--- config.mk ---
export PLATFORM = sky130hd
export DESIGN_NAME = cof_chopper
export DESIGN_NICKNAME = d
export VERILOG_FILES = /design/src/rtl/cof_pkg.sv /design/src/rtl/cof_coil.sv /design/src/rtl/cof_chopper.sv
export SDC_FILE = /design/constraint.sdc
export NUM_CORES = 1
export LEC_CHECK = 0
export ABC_CLOCK_PERIOD_IN_PS = 5800
export BUFFER_PORTS_ARGS = -buffer_cell sky130_fd_sc_hd__buf_4
export CAP_MARGIN = 30
export CORE_UTILIZATION = 31
export DETAILED_ROUTE_END_ITERATION = 10
export GPL_TIMING_DRIVEN = 0
export SKIP_CTS_REPAIR_TIMING = 1
export SYNTH_ARGS = -nofsm -noshare
export SYNTH_HDL_FRONTEND = slang
export SYNTH_HIERARCHICAL = 1
export SYNTH_SLANG_ARGS = --single-unit
--- constraint.sdc ---
create_clock -name mclk -period 5.8 [get_ports mclk]
set_input_delay 0.29 -clock mclk [delete_from_list [all_inputs] [get_ports mclk]]
set_output_delay 0.29 -clock mclk [all_outputs]
set_load 0.01 [all_outputs]
--- src/rtl/cof_pkg.sv ---
package cof_pkg;
  // ===========================================================================
  // Field widths and codes
  localparam int TIME_W = 4;
  localparam int OFS_W = 4;
  localparam logic [3:0] OFFSET_ZERO = 4'h3;
  localparam logic [3:0] FAST_DECAY_NONE = 4'h0;
  // ===========================================================================
  // Timing
  localparam int CLK_HZ = 25000000;
  // One slow decay unit is 32 clocks, plus a fixed 12 clock base.
  localparam int UNIT_CLKS = 32;
  localparam logic [9:0] BASE_CLKS = 10'h00C;
  localparam logic [4:0] UNIT_LAST = 5'h1F;
  // Short detector confirms after this many retries.
  localparam logic [1:0] SHORT_RETRIES = 2'h3;
  localparam logic [7:0] LFSR_SEED = 8'hA5;
  localparam logic [7:0] LFSR_TAPS = 8'hB8;
  localparam int CNT_W = 10;
endpackage

--- src/rtl/cof_coil.sv ---
`timescale 1ns/100ps
module cof_coil
  import cof_pkg::*;
(
  input wire logic mclk,
  input wire logic rst_n,
  input wire logic run,
  input wire logic [TIME_W-1:0] slow_decay_time,
  input wire logic [TIME_W-1:0] fast_decay_time,
  input wire logic fd_cmp_disable,
  input wire logic [1:0] rnd_add,
  input wire logic cmp_peak,
  input wire logic cmp_neg,
  output logic [1:0] phase,
  output logic open_load
);
  // ===========================================================================
  // Chopper state
  typedef enum logic [1:0] {CC_ON, CC_FAST, CC_SLOW} cof_ph_e;
  cof_ph_e st, next_st;
  logic [CNT_W-1:0] cnt, next_cnt;
  logic [CNT_W-1:0] on_len, next_on_len;
  logic next_open_load;
  logic [CNT_W-1:0] fast_len, slow_len;

  // Counters run down to zero inclusive, so each load is one less than the phase length.
  assign fast_len = CNT_W'({fast_decay_time, 5'h00}) + BASE_CLKS - CNT_W'(1);
  assign slow_len = CNT_W'({slow_decay_time, 5'h00}) + BASE_CLKS + CNT_W'(rnd_add) - CNT_W'(1);

  always_comb begin
    next_st = st;
    next_cnt = cnt;
    next_on_len = on_len;
    next_open_load = open_load;
    if (!run) begin
      next_st = CC_SLOW;
      next_cnt = slow_len;
    end else begin
      case (st)
        CC_ON: begin
          next_on_len = on_len + CNT_W'(1);
          if (cmp_peak) begin
            next_open_load = 1'b0;
            next_on_len = '0;
            if (fast_decay_time == FAST_DECAY_NONE) begin
              next_st = CC_SLOW;
              next_cnt = slow_len;
            end else begin
              next_st = CC_FAST;
              next_cnt = fast_len;
            end
          end else if (on_len == {CNT_W{1'b1}}) begin
            // Target never reached within a full count: flag only, keep driving.
            next_open_load = 1'b1;
          end
        end
        CC_FAST: begin
          next_cnt = cnt - CNT_W'(1);
          if (cnt == '0 || (!fd_cmp_disable && cmp_neg)) begin
            next_st = CC_SLOW;
            next_cnt = slow_len;
          end
        end
        CC_SLOW: begin
          next_cnt = cnt - CNT_W'(1);
          if (cnt == '0)
            next_st = CC_ON;
        end
        default: next_st = CC_SLOW;
      endcase
    end
  end

  always_ff @(posedge mclk or negedge rst_n) begin
    if (!rst_n) begin
      st <= CC_SLOW;
      cnt <= '0;
      on_len <= '0;
      open_load <= 1'b0;
    end else begin
      st <= next_st;
      cnt <= next_cnt;
      on_len <= next_on_len;
      open_load <= next_open_load;
    end
  end

  assign phase = 2'(st);

  a_fast_ends_slow: assert property (@(posedge mclk) disable iff (!rst_n)
    (run && st == CC_FAST && !fd_cmp_disable && cmp_neg) |=> st == CC_SLOW)
    else $error("fast decay not ended by comparator");
  a_on_needs_cmp: assert property (@(posedge mclk) disable iff (!rst_n)
    (run && st == CC_ON && !cmp_peak) |=> st == CC_ON)
    else $error("on phase ended without comparator");
endmodule // cof_coil

--- src/rtl/cof_chopper.sv ---
`timescale 1ns/100ps
module cof_chopper
  import cof_pkg::*;
(
  input wire logic mclk,
  input wire logic rst_n,
  input wire logic driver_enable,
  input wire logic chopper_mode_select,
  input wire logic fullstep_speed_mode,
  input wire logic [3:0] slow_decay_time,
  input wire logic fast_decay_high_bit,
  input wire logic [2:0] hyst_start_field,
  input wire logic [OFS_W-1:0] sine_offset,
  input wire logic fd_cmp_disable,
  input wire logic random_off_enable,
  input wire logic signed [8:0] target_a,
  input wire logic signed [8:0] target_b,
  input wire logic cmp_peak_a_pin,
  input wire logic cmp_peak_b_pin,
  input wire logic cmp_neg_a_pin,
  input wire logic cmp_neg_b_pin,
  input wire logic temp_warn_pin,
  input wire logic temp_shut_pin,
  input wire logic short_a_pin,
  input wire logic short_b_pin,
  output logic const_off_active,
  output logic [1:0] phase_a,
  output logic [1:0] phase_b,
  output logic signed [8:0] corr_target_a,
  output logic signed [8:0] corr_target_b,
  output logic bridge_on_a,
  output logic bridge_on_b,
  output logic overtemp_warn_flag,
  output logic overtemp_shutdown_flag,
  output logic short_coil_a_flag,
  output logic short_coil_b_flag,
  output logic open_load_a_flag,
  output logic open_load_b_flag,
  output logic [5:0] driver_status_word
);
  // ===========================================================================
  // Pin synchronisers, one generate loop over all eight pin inputs
  localparam int NSYNC = 8;
  logic [NSYNC-1:0] raw, s1, s2;
  assign raw = {cmp_peak_a_pin, cmp_peak_b_pin, cmp_neg_a_pin, cmp_neg_b_pin,
                temp_warn_pin, temp_shut_pin, short_a_pin, short_b_pin};
  genvar gi;
  generate
    for (gi = 0; gi < NSYNC; gi++) begin : g_sync
      always_ff @(posedge mclk or negedge rst_n) begin
        if (!rst_n) begin
          s1[gi] <= 1'b0;
          s2[gi] <= 1'b0;
        end else begin
          s1[gi] <= raw[gi];
          s2[gi] <= s1[gi];
        end
      end
    end
  endgenerate
  logic pk_a, pk_b, ng_a, ng_b, t_warn, t_shut, sh_a, sh_b;
  assign {pk_a, pk_b, ng_a, ng_b, t_warn, t_shut, sh_a, sh_b} = s2;

  // ===========================================================================
  // Mode, decay field and random generator
  logic use_cof;
  logic [TIME_W-1:0] fd_time;
  assign use_cof = chopper_mode_select | fullstep_speed_mode;
  assign fd_time = {fast_decay_high_bit, hyst_start_field};

  logic [7:0] lfsr, next_lfsr;
  logic [1:0] rnd_a, rnd_b;
  always_comb begin
    next_lfsr = {lfsr[6:0], ^(lfsr & LFSR_TAPS)};
  end
  assign rnd_a = random_off_enable ? lfsr[1:0] : 2'h0;
  assign rnd_b = random_off_enable ? lfsr[5:4] : 2'h0;

  // ===========================================================================
  // Protection state
  logic ot, next_ot, owarn, next_owarn;
  logic [1:0] try_a, try_b, next_try_a, next_try_b;
  logic sfa, sfb, next_sfa, next_sfb;
  logic run_a, run_b;

  always_comb begin
    next_owarn = t_warn;
    next_ot = ot;
    if (t_shut)
      next_ot = 1'b1;
    else if (!t_warn)
      next_ot = 1'b0;
    next_try_a = try_a;
    next_try_b = try_b;
    next_sfa = sfa;
    next_sfb = sfb;
    if (!driver_enable) begin
      // Clearing by disable is the only restart path; no short detection runs while disabled.
      next_sfa = 1'b0;
      next_sfb = 1'b0;
      next_try_a = 2'h0;
      next_try_b = 2'h0;
    end else begin
      if (sh_a) begin
        if (try_a == SHORT_RETRIES)
          next_sfa = 1'b1;
        else
          next_try_a = try_a + 2'h1;
      end
      if (sh_b) begin
        if (try_b == SHORT_RETRIES)
          next_sfb = 1'b1;
        else
          next_try_b = try_b + 2'h1;
      end
    end
  end

  assign run_a = driver_enable & use_cof & ~ot & ~sfa;
  assign run_b = driver_enable & use_cof & ~ot & ~sfb;

  // ===========================================================================
  // Two independent coil choppers
  logic [1:0] ph_a, ph_b;
  logic ol_a, ol_b;
  cof_coil u_coil_a (.mclk(mclk), .rst_n(rst_n), .run(run_a),
    .slow_decay_time(slow_decay_time), .fast_decay_time(fd_time),
    .fd_cmp_disable(fd_cmp_disable), .rnd_add(rnd_a), .cmp_peak(pk_a),
    .cmp_neg(ng_a), .phase(ph_a), .open_load(ol_a));
  cof_coil u_coil_b (.mclk(mclk), .rst_n(rst_n), .run(run_b),
    .slow_decay_time(slow_decay_time), .fast_decay_time(fd_time),
    .fd_cmp_disable(fd_cmp_disable), .rnd_add(rnd_b), .cmp_peak(pk_b),
    .cmp_neg(ng_b), .phase(ph_b), .open_load(ol_b));

  // ===========================================================================
  // Offset correction pushes target away from zero in its own sign.
  function automatic logic signed [8:0] add_ofs(input logic signed [8:0] t,
                                                input logic [OFS_W-1:0] o);
    logic signed [8:0] d;
    d = 9'(signed'({1'b0, o})) - 9'(signed'({1'b0, OFFSET_ZERO}));
    add_ofs = t[8] ? t - d : t + d;
  endfunction

  always_ff @(posedge mclk or negedge rst_n) begin
    if (!rst_n) begin
      lfsr <= LFSR_SEED;
      ot <= 1'b0;
      owarn <= 1'b0;
      try_a <= 2'h0;
      try_b <= 2'h0;
      sfa <= 1'b0;
      sfb <= 1'b0;
      const_off_active <= 1'b0;
      phase_a <= 2'h0;
      phase_b <= 2'h0;
      corr_target_a <= '0;
      corr_target_b <= '0;
      bridge_on_a <= 1'b0;
      bridge_on_b <= 1'b0;
      overtemp_warn_flag <= 1'b0;
      overtemp_shutdown_flag <= 1'b0;
      short_coil_a_flag <= 1'b0;
      short_coil_b_flag <= 1'b0;
      open_load_a_flag <= 1'b0;
      open_load_b_flag <= 1'b0;
      driver_status_word <= 6'h00;
    end else begin
      lfsr <= next_lfsr;
      ot <= next_ot;
      owarn <= next_owarn;
      try_a <= next_try_a;
      try_b <= next_try_b;
      sfa <= next_sfa;
      sfb <= next_sfb;
      const_off_active <= use_cof;
      phase_a <= ph_a;
      phase_b <= ph_b;
      corr_target_a <= add_ofs(target_a, sine_offset);
      corr_target_b <= add_ofs(target_b, sine_offset);
      bridge_on_a <= run_a;
      bridge_on_b <= run_b;
      overtemp_warn_flag <= owarn;
      overtemp_shutdown_flag <= ot;
      short_coil_a_flag <= sfa;
      short_coil_b_flag <= sfb;
      open_load_a_flag <= ol_a;
      open_load_b_flag <= ol_b;
      driver_status_word <= {owarn, ot, sfb, sfa, ol_b, ol_a};
    end
  end

  a_ot_holds_off: assert property (@(posedge mclk) disable iff (!rst_n)
    (ot && t_warn) |=> ot)
    else $error("shutdown released above warning level");
  a_short_latch: assert property (@(posedge mclk) disable iff (!rst_n)
    (sfa && driver_enable) |=> sfa)
    else $error("short flag dropped while enabled");
  a_short_retry: assert property (@(posedge mclk) disable iff (!rst_n)
    (driver_enable && !sfa && try_a != SHORT_RETRIES) |=> !sfa)
    else $error("short latched before retries");
  a_bridge_off: assert property (@(posedge mclk) disable iff (!rst_n)
    (sfa || ot) |-> !run_a)
    else $error("bridge A on during fault");
  a_mode_forced: assert property (@(posedge mclk) disable iff (!rst_n)
    fullstep_speed_mode |=> const_off_active)
    else $error("fullstep mode not forcing const off");
  a_status_map: assert property (@(posedge mclk) disable iff (!rst_n)
    1'b1 |=> driver_status_word[2] == $past(sfa))
    else $error("status short bit wrong");
endmodule // cof_chopper

## Word level (Yosys, flattened, before mapping)

Cells that the tools add are included.

- Add/sub/neg operators: 18
- Equal/unequal tests: 23
- Mux-type cells: 45
- Bitwise operators: 8
- Reduce and logical (&&, ||, !) cells: 25

Operators with widths:

| cell | number |
|---|---|
| $mux 10 | 10 |
| $pmux 10 s3 | 2 |
| $sub 10x1->10 const B | 5 |
| $mux 2 | 17 |
| $add 10x1->10 const B | 2 |
| $add 10x2->10 | 2 |
| $add 9x4->10 const B | 2 |
| $eq 10x10->1 const B | 2 |
| $logic_not 10->1 | 2 |
| $add 9x5->9 | 2 |
| $mux 9 | 2 |
| $sub 9x5->9 | 2 |
| $reduce_and 2->1 | 8 |
| $mux 1 | 12 |
| $ne 3x2->1 const B | 4 |
| $pmux 2 s3 | 2 |
| $reduce_and 3->1 | 4 |
| $eq 2x2->1 const B | 4 |
| $ne 2x1->1 const B | 4 |
| $ne 4x1->1 const B | 2 |
| $reduce_xor 8->1 | 1 |
| $ne 2x2->1 const B | 3 |
| $ne 3x3->1 const B | 2 |
| $sub 4x2->5 const B | 1 |
| other kinds (11) | 22 |

- Flip-flop bits (word level): 115
- Input port bits: 45
- Logic and storage cells: 164

## Depth between registers and ports, before layout

- Word-level depth: 7
- Gate-level depth with buffers: 10
- Mapped depth without buffers: 9

## By module

The synthesis kept the hierarchy.

Modules (own cells, without submodules):

| module | times used | cells each | area an instance (sq um) |
|---|---|---|---|
| cof_coil | 2 | 199 | 1657.8 |
| cof_chopper | 1 | 231 | 2752.6 |

## Worst setup path after synthesis

OpenSTA, ideal clock, no wires.

- Path type: input-to-reg
- From: input port sine_offset[2]
- To: register corr_target_a[7]
- Library setup time: 0.130 ns
- Arrival time: 2.061 ns
- Data required time: 5.670 ns
- Path slack: 3.608 ns
- Cell stages on the path: 9
- Path buffers: 0
- Path through: inv_1 > ha_1 > a21boi_0 > a21oi_1 > ha_1 > a21oi_1 > nand2_1 > a221oi_1 > nand3b_1

- Cells in the longest elaborated chain, start to end: 3

Ends and longest elaborated chain:

| element | RTL line | RTL |
|---|---|---|
| start: declaration | cof_chopper.sv:13 | `input wire logic [OFS_W-1:0] sine_offset,` |
| $sub 4x2->5 * | cof_chopper.sv:140 | `d = 9'(signed'({1'b0, o})) - 9'(signed'({1'b0, OFFSET_ZERO}));` |
| $add 9x5->9 / $sub 9x5->9 (equally long branches) | cof_chopper.sv:141 | `add_ofs = t[8] ? t - d : t + d;` |
| $mux 9 * | cof_chopper.sv:141 |  |
| end signal: assignment | cof_chopper.sv:178 | `corr_target_a <= add_ofs(target_a, sine_offset);` |
| end: declaration | cof_chopper.sv:29 | `output logic signed [8:0] corr_target_a,` |

Mark *: on every way between the ends. The rest lies on a longest branch, timed or not.
A chain may end at the register's enable or synchronous reset.

## Worst setup path after layout

- From: register ot
- To: register u_coil_a.cnt[3]

- Cells in the longest elaborated chain, start to end: 5

Ends and longest elaborated chain:

| element | RTL line | RTL |
|---|---|---|
| start: declaration | cof_chopper.sv:81 | `logic ot, next_ot, owarn, next_owarn;` |
| start signal: assignment | cof_chopper.sv:169 | `ot <= next_ot;` |
| $not 1->1 * | cof_chopper.sv:119 | `assign run_a = driver_enable & use_cof & ~ot & ~sfa;` |
| $and 1x1->1 * (2 in a row) | cof_chopper.sv:119 |  |
| via run_a | cof_chopper.sv:84 | `logic run_a, run_b;` |
| $ne 4x1->1 (no line) / $ne 3x3->1 (equally long branches) | - |  |
| $reduce_and 2->1 (no line) | - |  |
| end signal: assignment | cof_coil.sv:82 | `cnt <= next_cnt;` |
| end: declaration | cof_coil.sv:21 | `logic [CNT_W-1:0] cnt, next_cnt;` |

Mark *: on every way through the listed nets, which the timed path passes. The rest lies on a longest branch.

==> results.yml <==
outcome:
  status: "completed"
finish:
  final_common_cell: "dfrtp_1"
  stdcell_count: 990
  diodes: 0
  nets: 805
  postLayoutCoreUtil: 0.389
  post-route-cell-area_um2: 7380
  syn2layout_area_growth_pct: 21.6
  drive_gt1_frac: 0.177
  mostFrequentLayoutCells: "103 x dfrtp_1, 86 x buf_4, 52 x o21ai_0"
global_routing:
  antenna_found_initial: 0
  grt_max_degree: 61
  grt_pass1_vias: 4797
  grt_pass1_wl_um: 23000
  grt-ovfl-total: 0
  grt_usage: 0.143
drt:
  wl_um: 13500
  drt-vias-per-instance: 4.98
  final_antenna_net_count: 0
  routedWlPerCell_um: 13.6
  vias: 4930
  remaining_drc_errors: 0
  drt_pre_antenna_iters: 4
  drt_iter0_drc: 275
placed_design:
  routabilityCongestion: 0.826
  dp_cells: 973
  place_area_um2: 7040
  pre_cts_ws_ns: 3.13
  port_buffers: 81
  place_hpwl_um: 9850
yosys:
  synth_top_area_share: 0.425
  synth-async-reset-ratio: 1.00
  synth_seq_cells: 109
  post-synth-top-area-cell: "dfrtp_1"
  postSynthCellCount: 629
  synth_edf_count: 0
  synth.cell_area_um2: 6070
  synth_nets: 709
  ys_seq_area_frac: 0.451
  yosys_warnings: 6
  synthDistinctLibCells: 56
  yosys-top-cells-area: "dfrtp_1 42%, ha_1 6.8%, o21ai_0 4.3%, a21oi_1 3.1%, nand2_1 2.7%"
  avgSynthCellArea_um2: 9.65
  synthFlopType: "dfrtp_1"
floorplan:
  pin_count: 82
  initial_core_util: 0.320
  die_area_um2: 20100
  core_area_um2: 19000
  die_x_um: 142
  std_cell_rows: 50
  die_y_um: 142
timing:
  hold-worst-slack_ns: 0.0417
  worst_pin_slew_ns: 0.819
  period_share: 0.443
  rsz0062_at_grt: "false"
  hold_violations: 0
  setup_ws_ns: 3.23
  period_minus_slack_ns: 2.57
  max_slew_margin: 0.451
  slew_viol_final: 0
  setup_viol: 0
  worst_clock_skew_ns: 0.00560
  fin_setup_tns_ns: 0
  fmax_mhz: 390
power_and_ir_drop:
  pwr-share-seq: 0.456
  power_leakage_nw: 3.23
  sw_frac_of_total: 0.263
  ir_worst_vdd_uv: 175
  power_density_nw_per_um2: 250
  clkPwrFrac: 0.367
  pwr-share-comb: 0.178
  finalPower_mw: 1.85
  switching_power_mw: 0.486
  internal_power_mw: 1.36
worst_setup_path:
  r2r_cells: 7
  path_cells: "nand3b_1, nor2_1, clkbuf_1, clkbuf_1, o21ai_0, nor4_1, a21oi_1"
  critPathTopFamily: "buffers and inverters"
  required_ns: 6.02
  slowest_stage: "clkbuf_1"
  crit_arrival_ns: 2.78
  crit_type: "flop to flop"
  rrSetupSlack_ns: 3.23
  crit_top_cell: "clkbuf_1"
  critPathCaptureType: "flop"
  cp.depth: 7
  path_max_fanout: 10
  startpoint_type: "flop"
  path_buf_inv: 2
  critPathMaxStageDelay_ns: 0.44
clock_network:
  cts_tree: "yes"
  cts_root_buffer: "clkbuf_16"
  clk_path_buf_depth: 2
  worstSkewPairLatency_ns: 0.35
  cts_buffers: 9
  cts.sinks: 109
  clk_pin_slew_ns: 0.07
  htree_levels: 3
min_path:
  min_path_type: "input port to flop"
  min_path_cells: 1
job:
  maxCapViolCount: 0
-- cells in the mapped netlist (3+ instances only) --
| cell type | count |
|---|---|
| mux2_2 | 4 |
| o2bb2ai_1 | 3 |
| nand2b_1 | 15 |
| or2_2 | 3 |
| mux2i_1 | 14 |
| o21a_1 | 9 |
| nand4_1 | 6 |
| inv_1 | 36 |
| ha_1 | 33 |
| o31ai_1 | 6 |
| nand2_1 | 44 |
| nor3_1 | 16 |
| clkbuf_1 | 22 |
| nor2b_1 | 16 |
| nor4_1 | 14 |
| buf_4 | 6 |
| xor2_1 | 8 |
| dfrtp_1 | 103 |
| a21o_1 | 7 |
| nand3_1 | 13 |
| a221oi_1 | 4 |
| or4_1 | 8 |
| o211ai_1 | 4 |
| o21ai_0 | 52 |
| or3_1 | 4 |
| a31oi_1 | 10 |
| nor2_1 | 40 |
| a21oi_1 | 37 |
| and2_1 | 10 |
| a211oi_1 | 4 |
| xnor2_1 | 18 |
| nand3b_1 | 4 |
| dfstp_2 | 6 |
| o221ai_1 | 10 |
-- power by group through the flow --
stage | Combinational, mW | Clock (mW) | Sequential (mW)
2_1_floorplan | 0.168 | 0 | 0.868
3_3_place_gp | 0.326 | 0 | 0.856
3_5_place_dp | 0.331 | 0 | 0.855
4_1_cts | 0.333 | 0.710 | 0.842
5_1_grt | 0.369 | 0.740 | 0.848
6_report | 0.328 | 0.677 | 0.842
-- registers in the layout (all words and copies together), names as in the netlist, 2 cells and up --
name and flops:
u_coil_b/phase 2, try_a 2, s1 8, try_b 2
u_coil_a/phase 2, corr_target_b 9, u_coil_a/cnt 10, phase_b 2
driver_status_word 6, u_coil_a/on_len 10, u_coil_b/on_len 10, phase_a 2
lfsr 8, u_coil_b/cnt 10, corr_target_a 9
-- cell families after synthesis --
logic type | Yosys count | share of synthesized area
AOI/OAI and AO/OA | 171 | 0.184
xor gates and xnor gates | 26 | 0.0375
adders and majority gates | 35 | 0.0746
buffers and inverters | 68 | 0.0482
DFF | 109 | 0.451
muxes | 18 | 0.0305
and+or+nand+nor | 202 | 0.175
-- path summary, 6_finish.rpt --
path / start / endpoint
max in group asynchronous: rst_n / u_coil_a/phase[1]$_DFFE_PN1P_
worst min register to register: s1[5]$_DFF_PN0_ / ng_a$_DFF_PN0_
worst min-delay path: short_a_pin / s1[1]$_DFF_PN0_
worst max register to register: ot$_DFFE_PN0P_ / u_coil_a/cnt[3]$_DFFE_PN0P_
worst max-delay path: ot$_DFFE_PN0P_ / u_coil_a/cnt[3]$_DFFE_PN0P_
min in group asynchronous: rst_n / s1[0]$_DFF_PN0_
-- per-layer routing --
metal | routed length, um | vias up | GRT usage
li1 | - | 2458 | -
met5 | 0 | - | 0
met2 | 6150 | 102 | 0.226
met4 | 174 | 0 | 0.0413
met1 | 6470 | 2358 | 0.188
met3 | 721 | 12 | 0.0449
-- cell type report --
| cell class | count | area (um^2) |
|---|---|---|
| timing repair buffer | 85 | 659 |
| multi-input combinational | 452 | 3040 |
| fill | 1915 | 11600 |
| clock buffer | 11 | 243 |
| sequential | 109 | 2740 |
| clock inverter | 5 | 82.6 |
| buffer | 30 | 150 |
| tap | 260 | 325 |
| inverter | 38 | 143 |
Note: power is estimated with default switching activity, not from simulation.
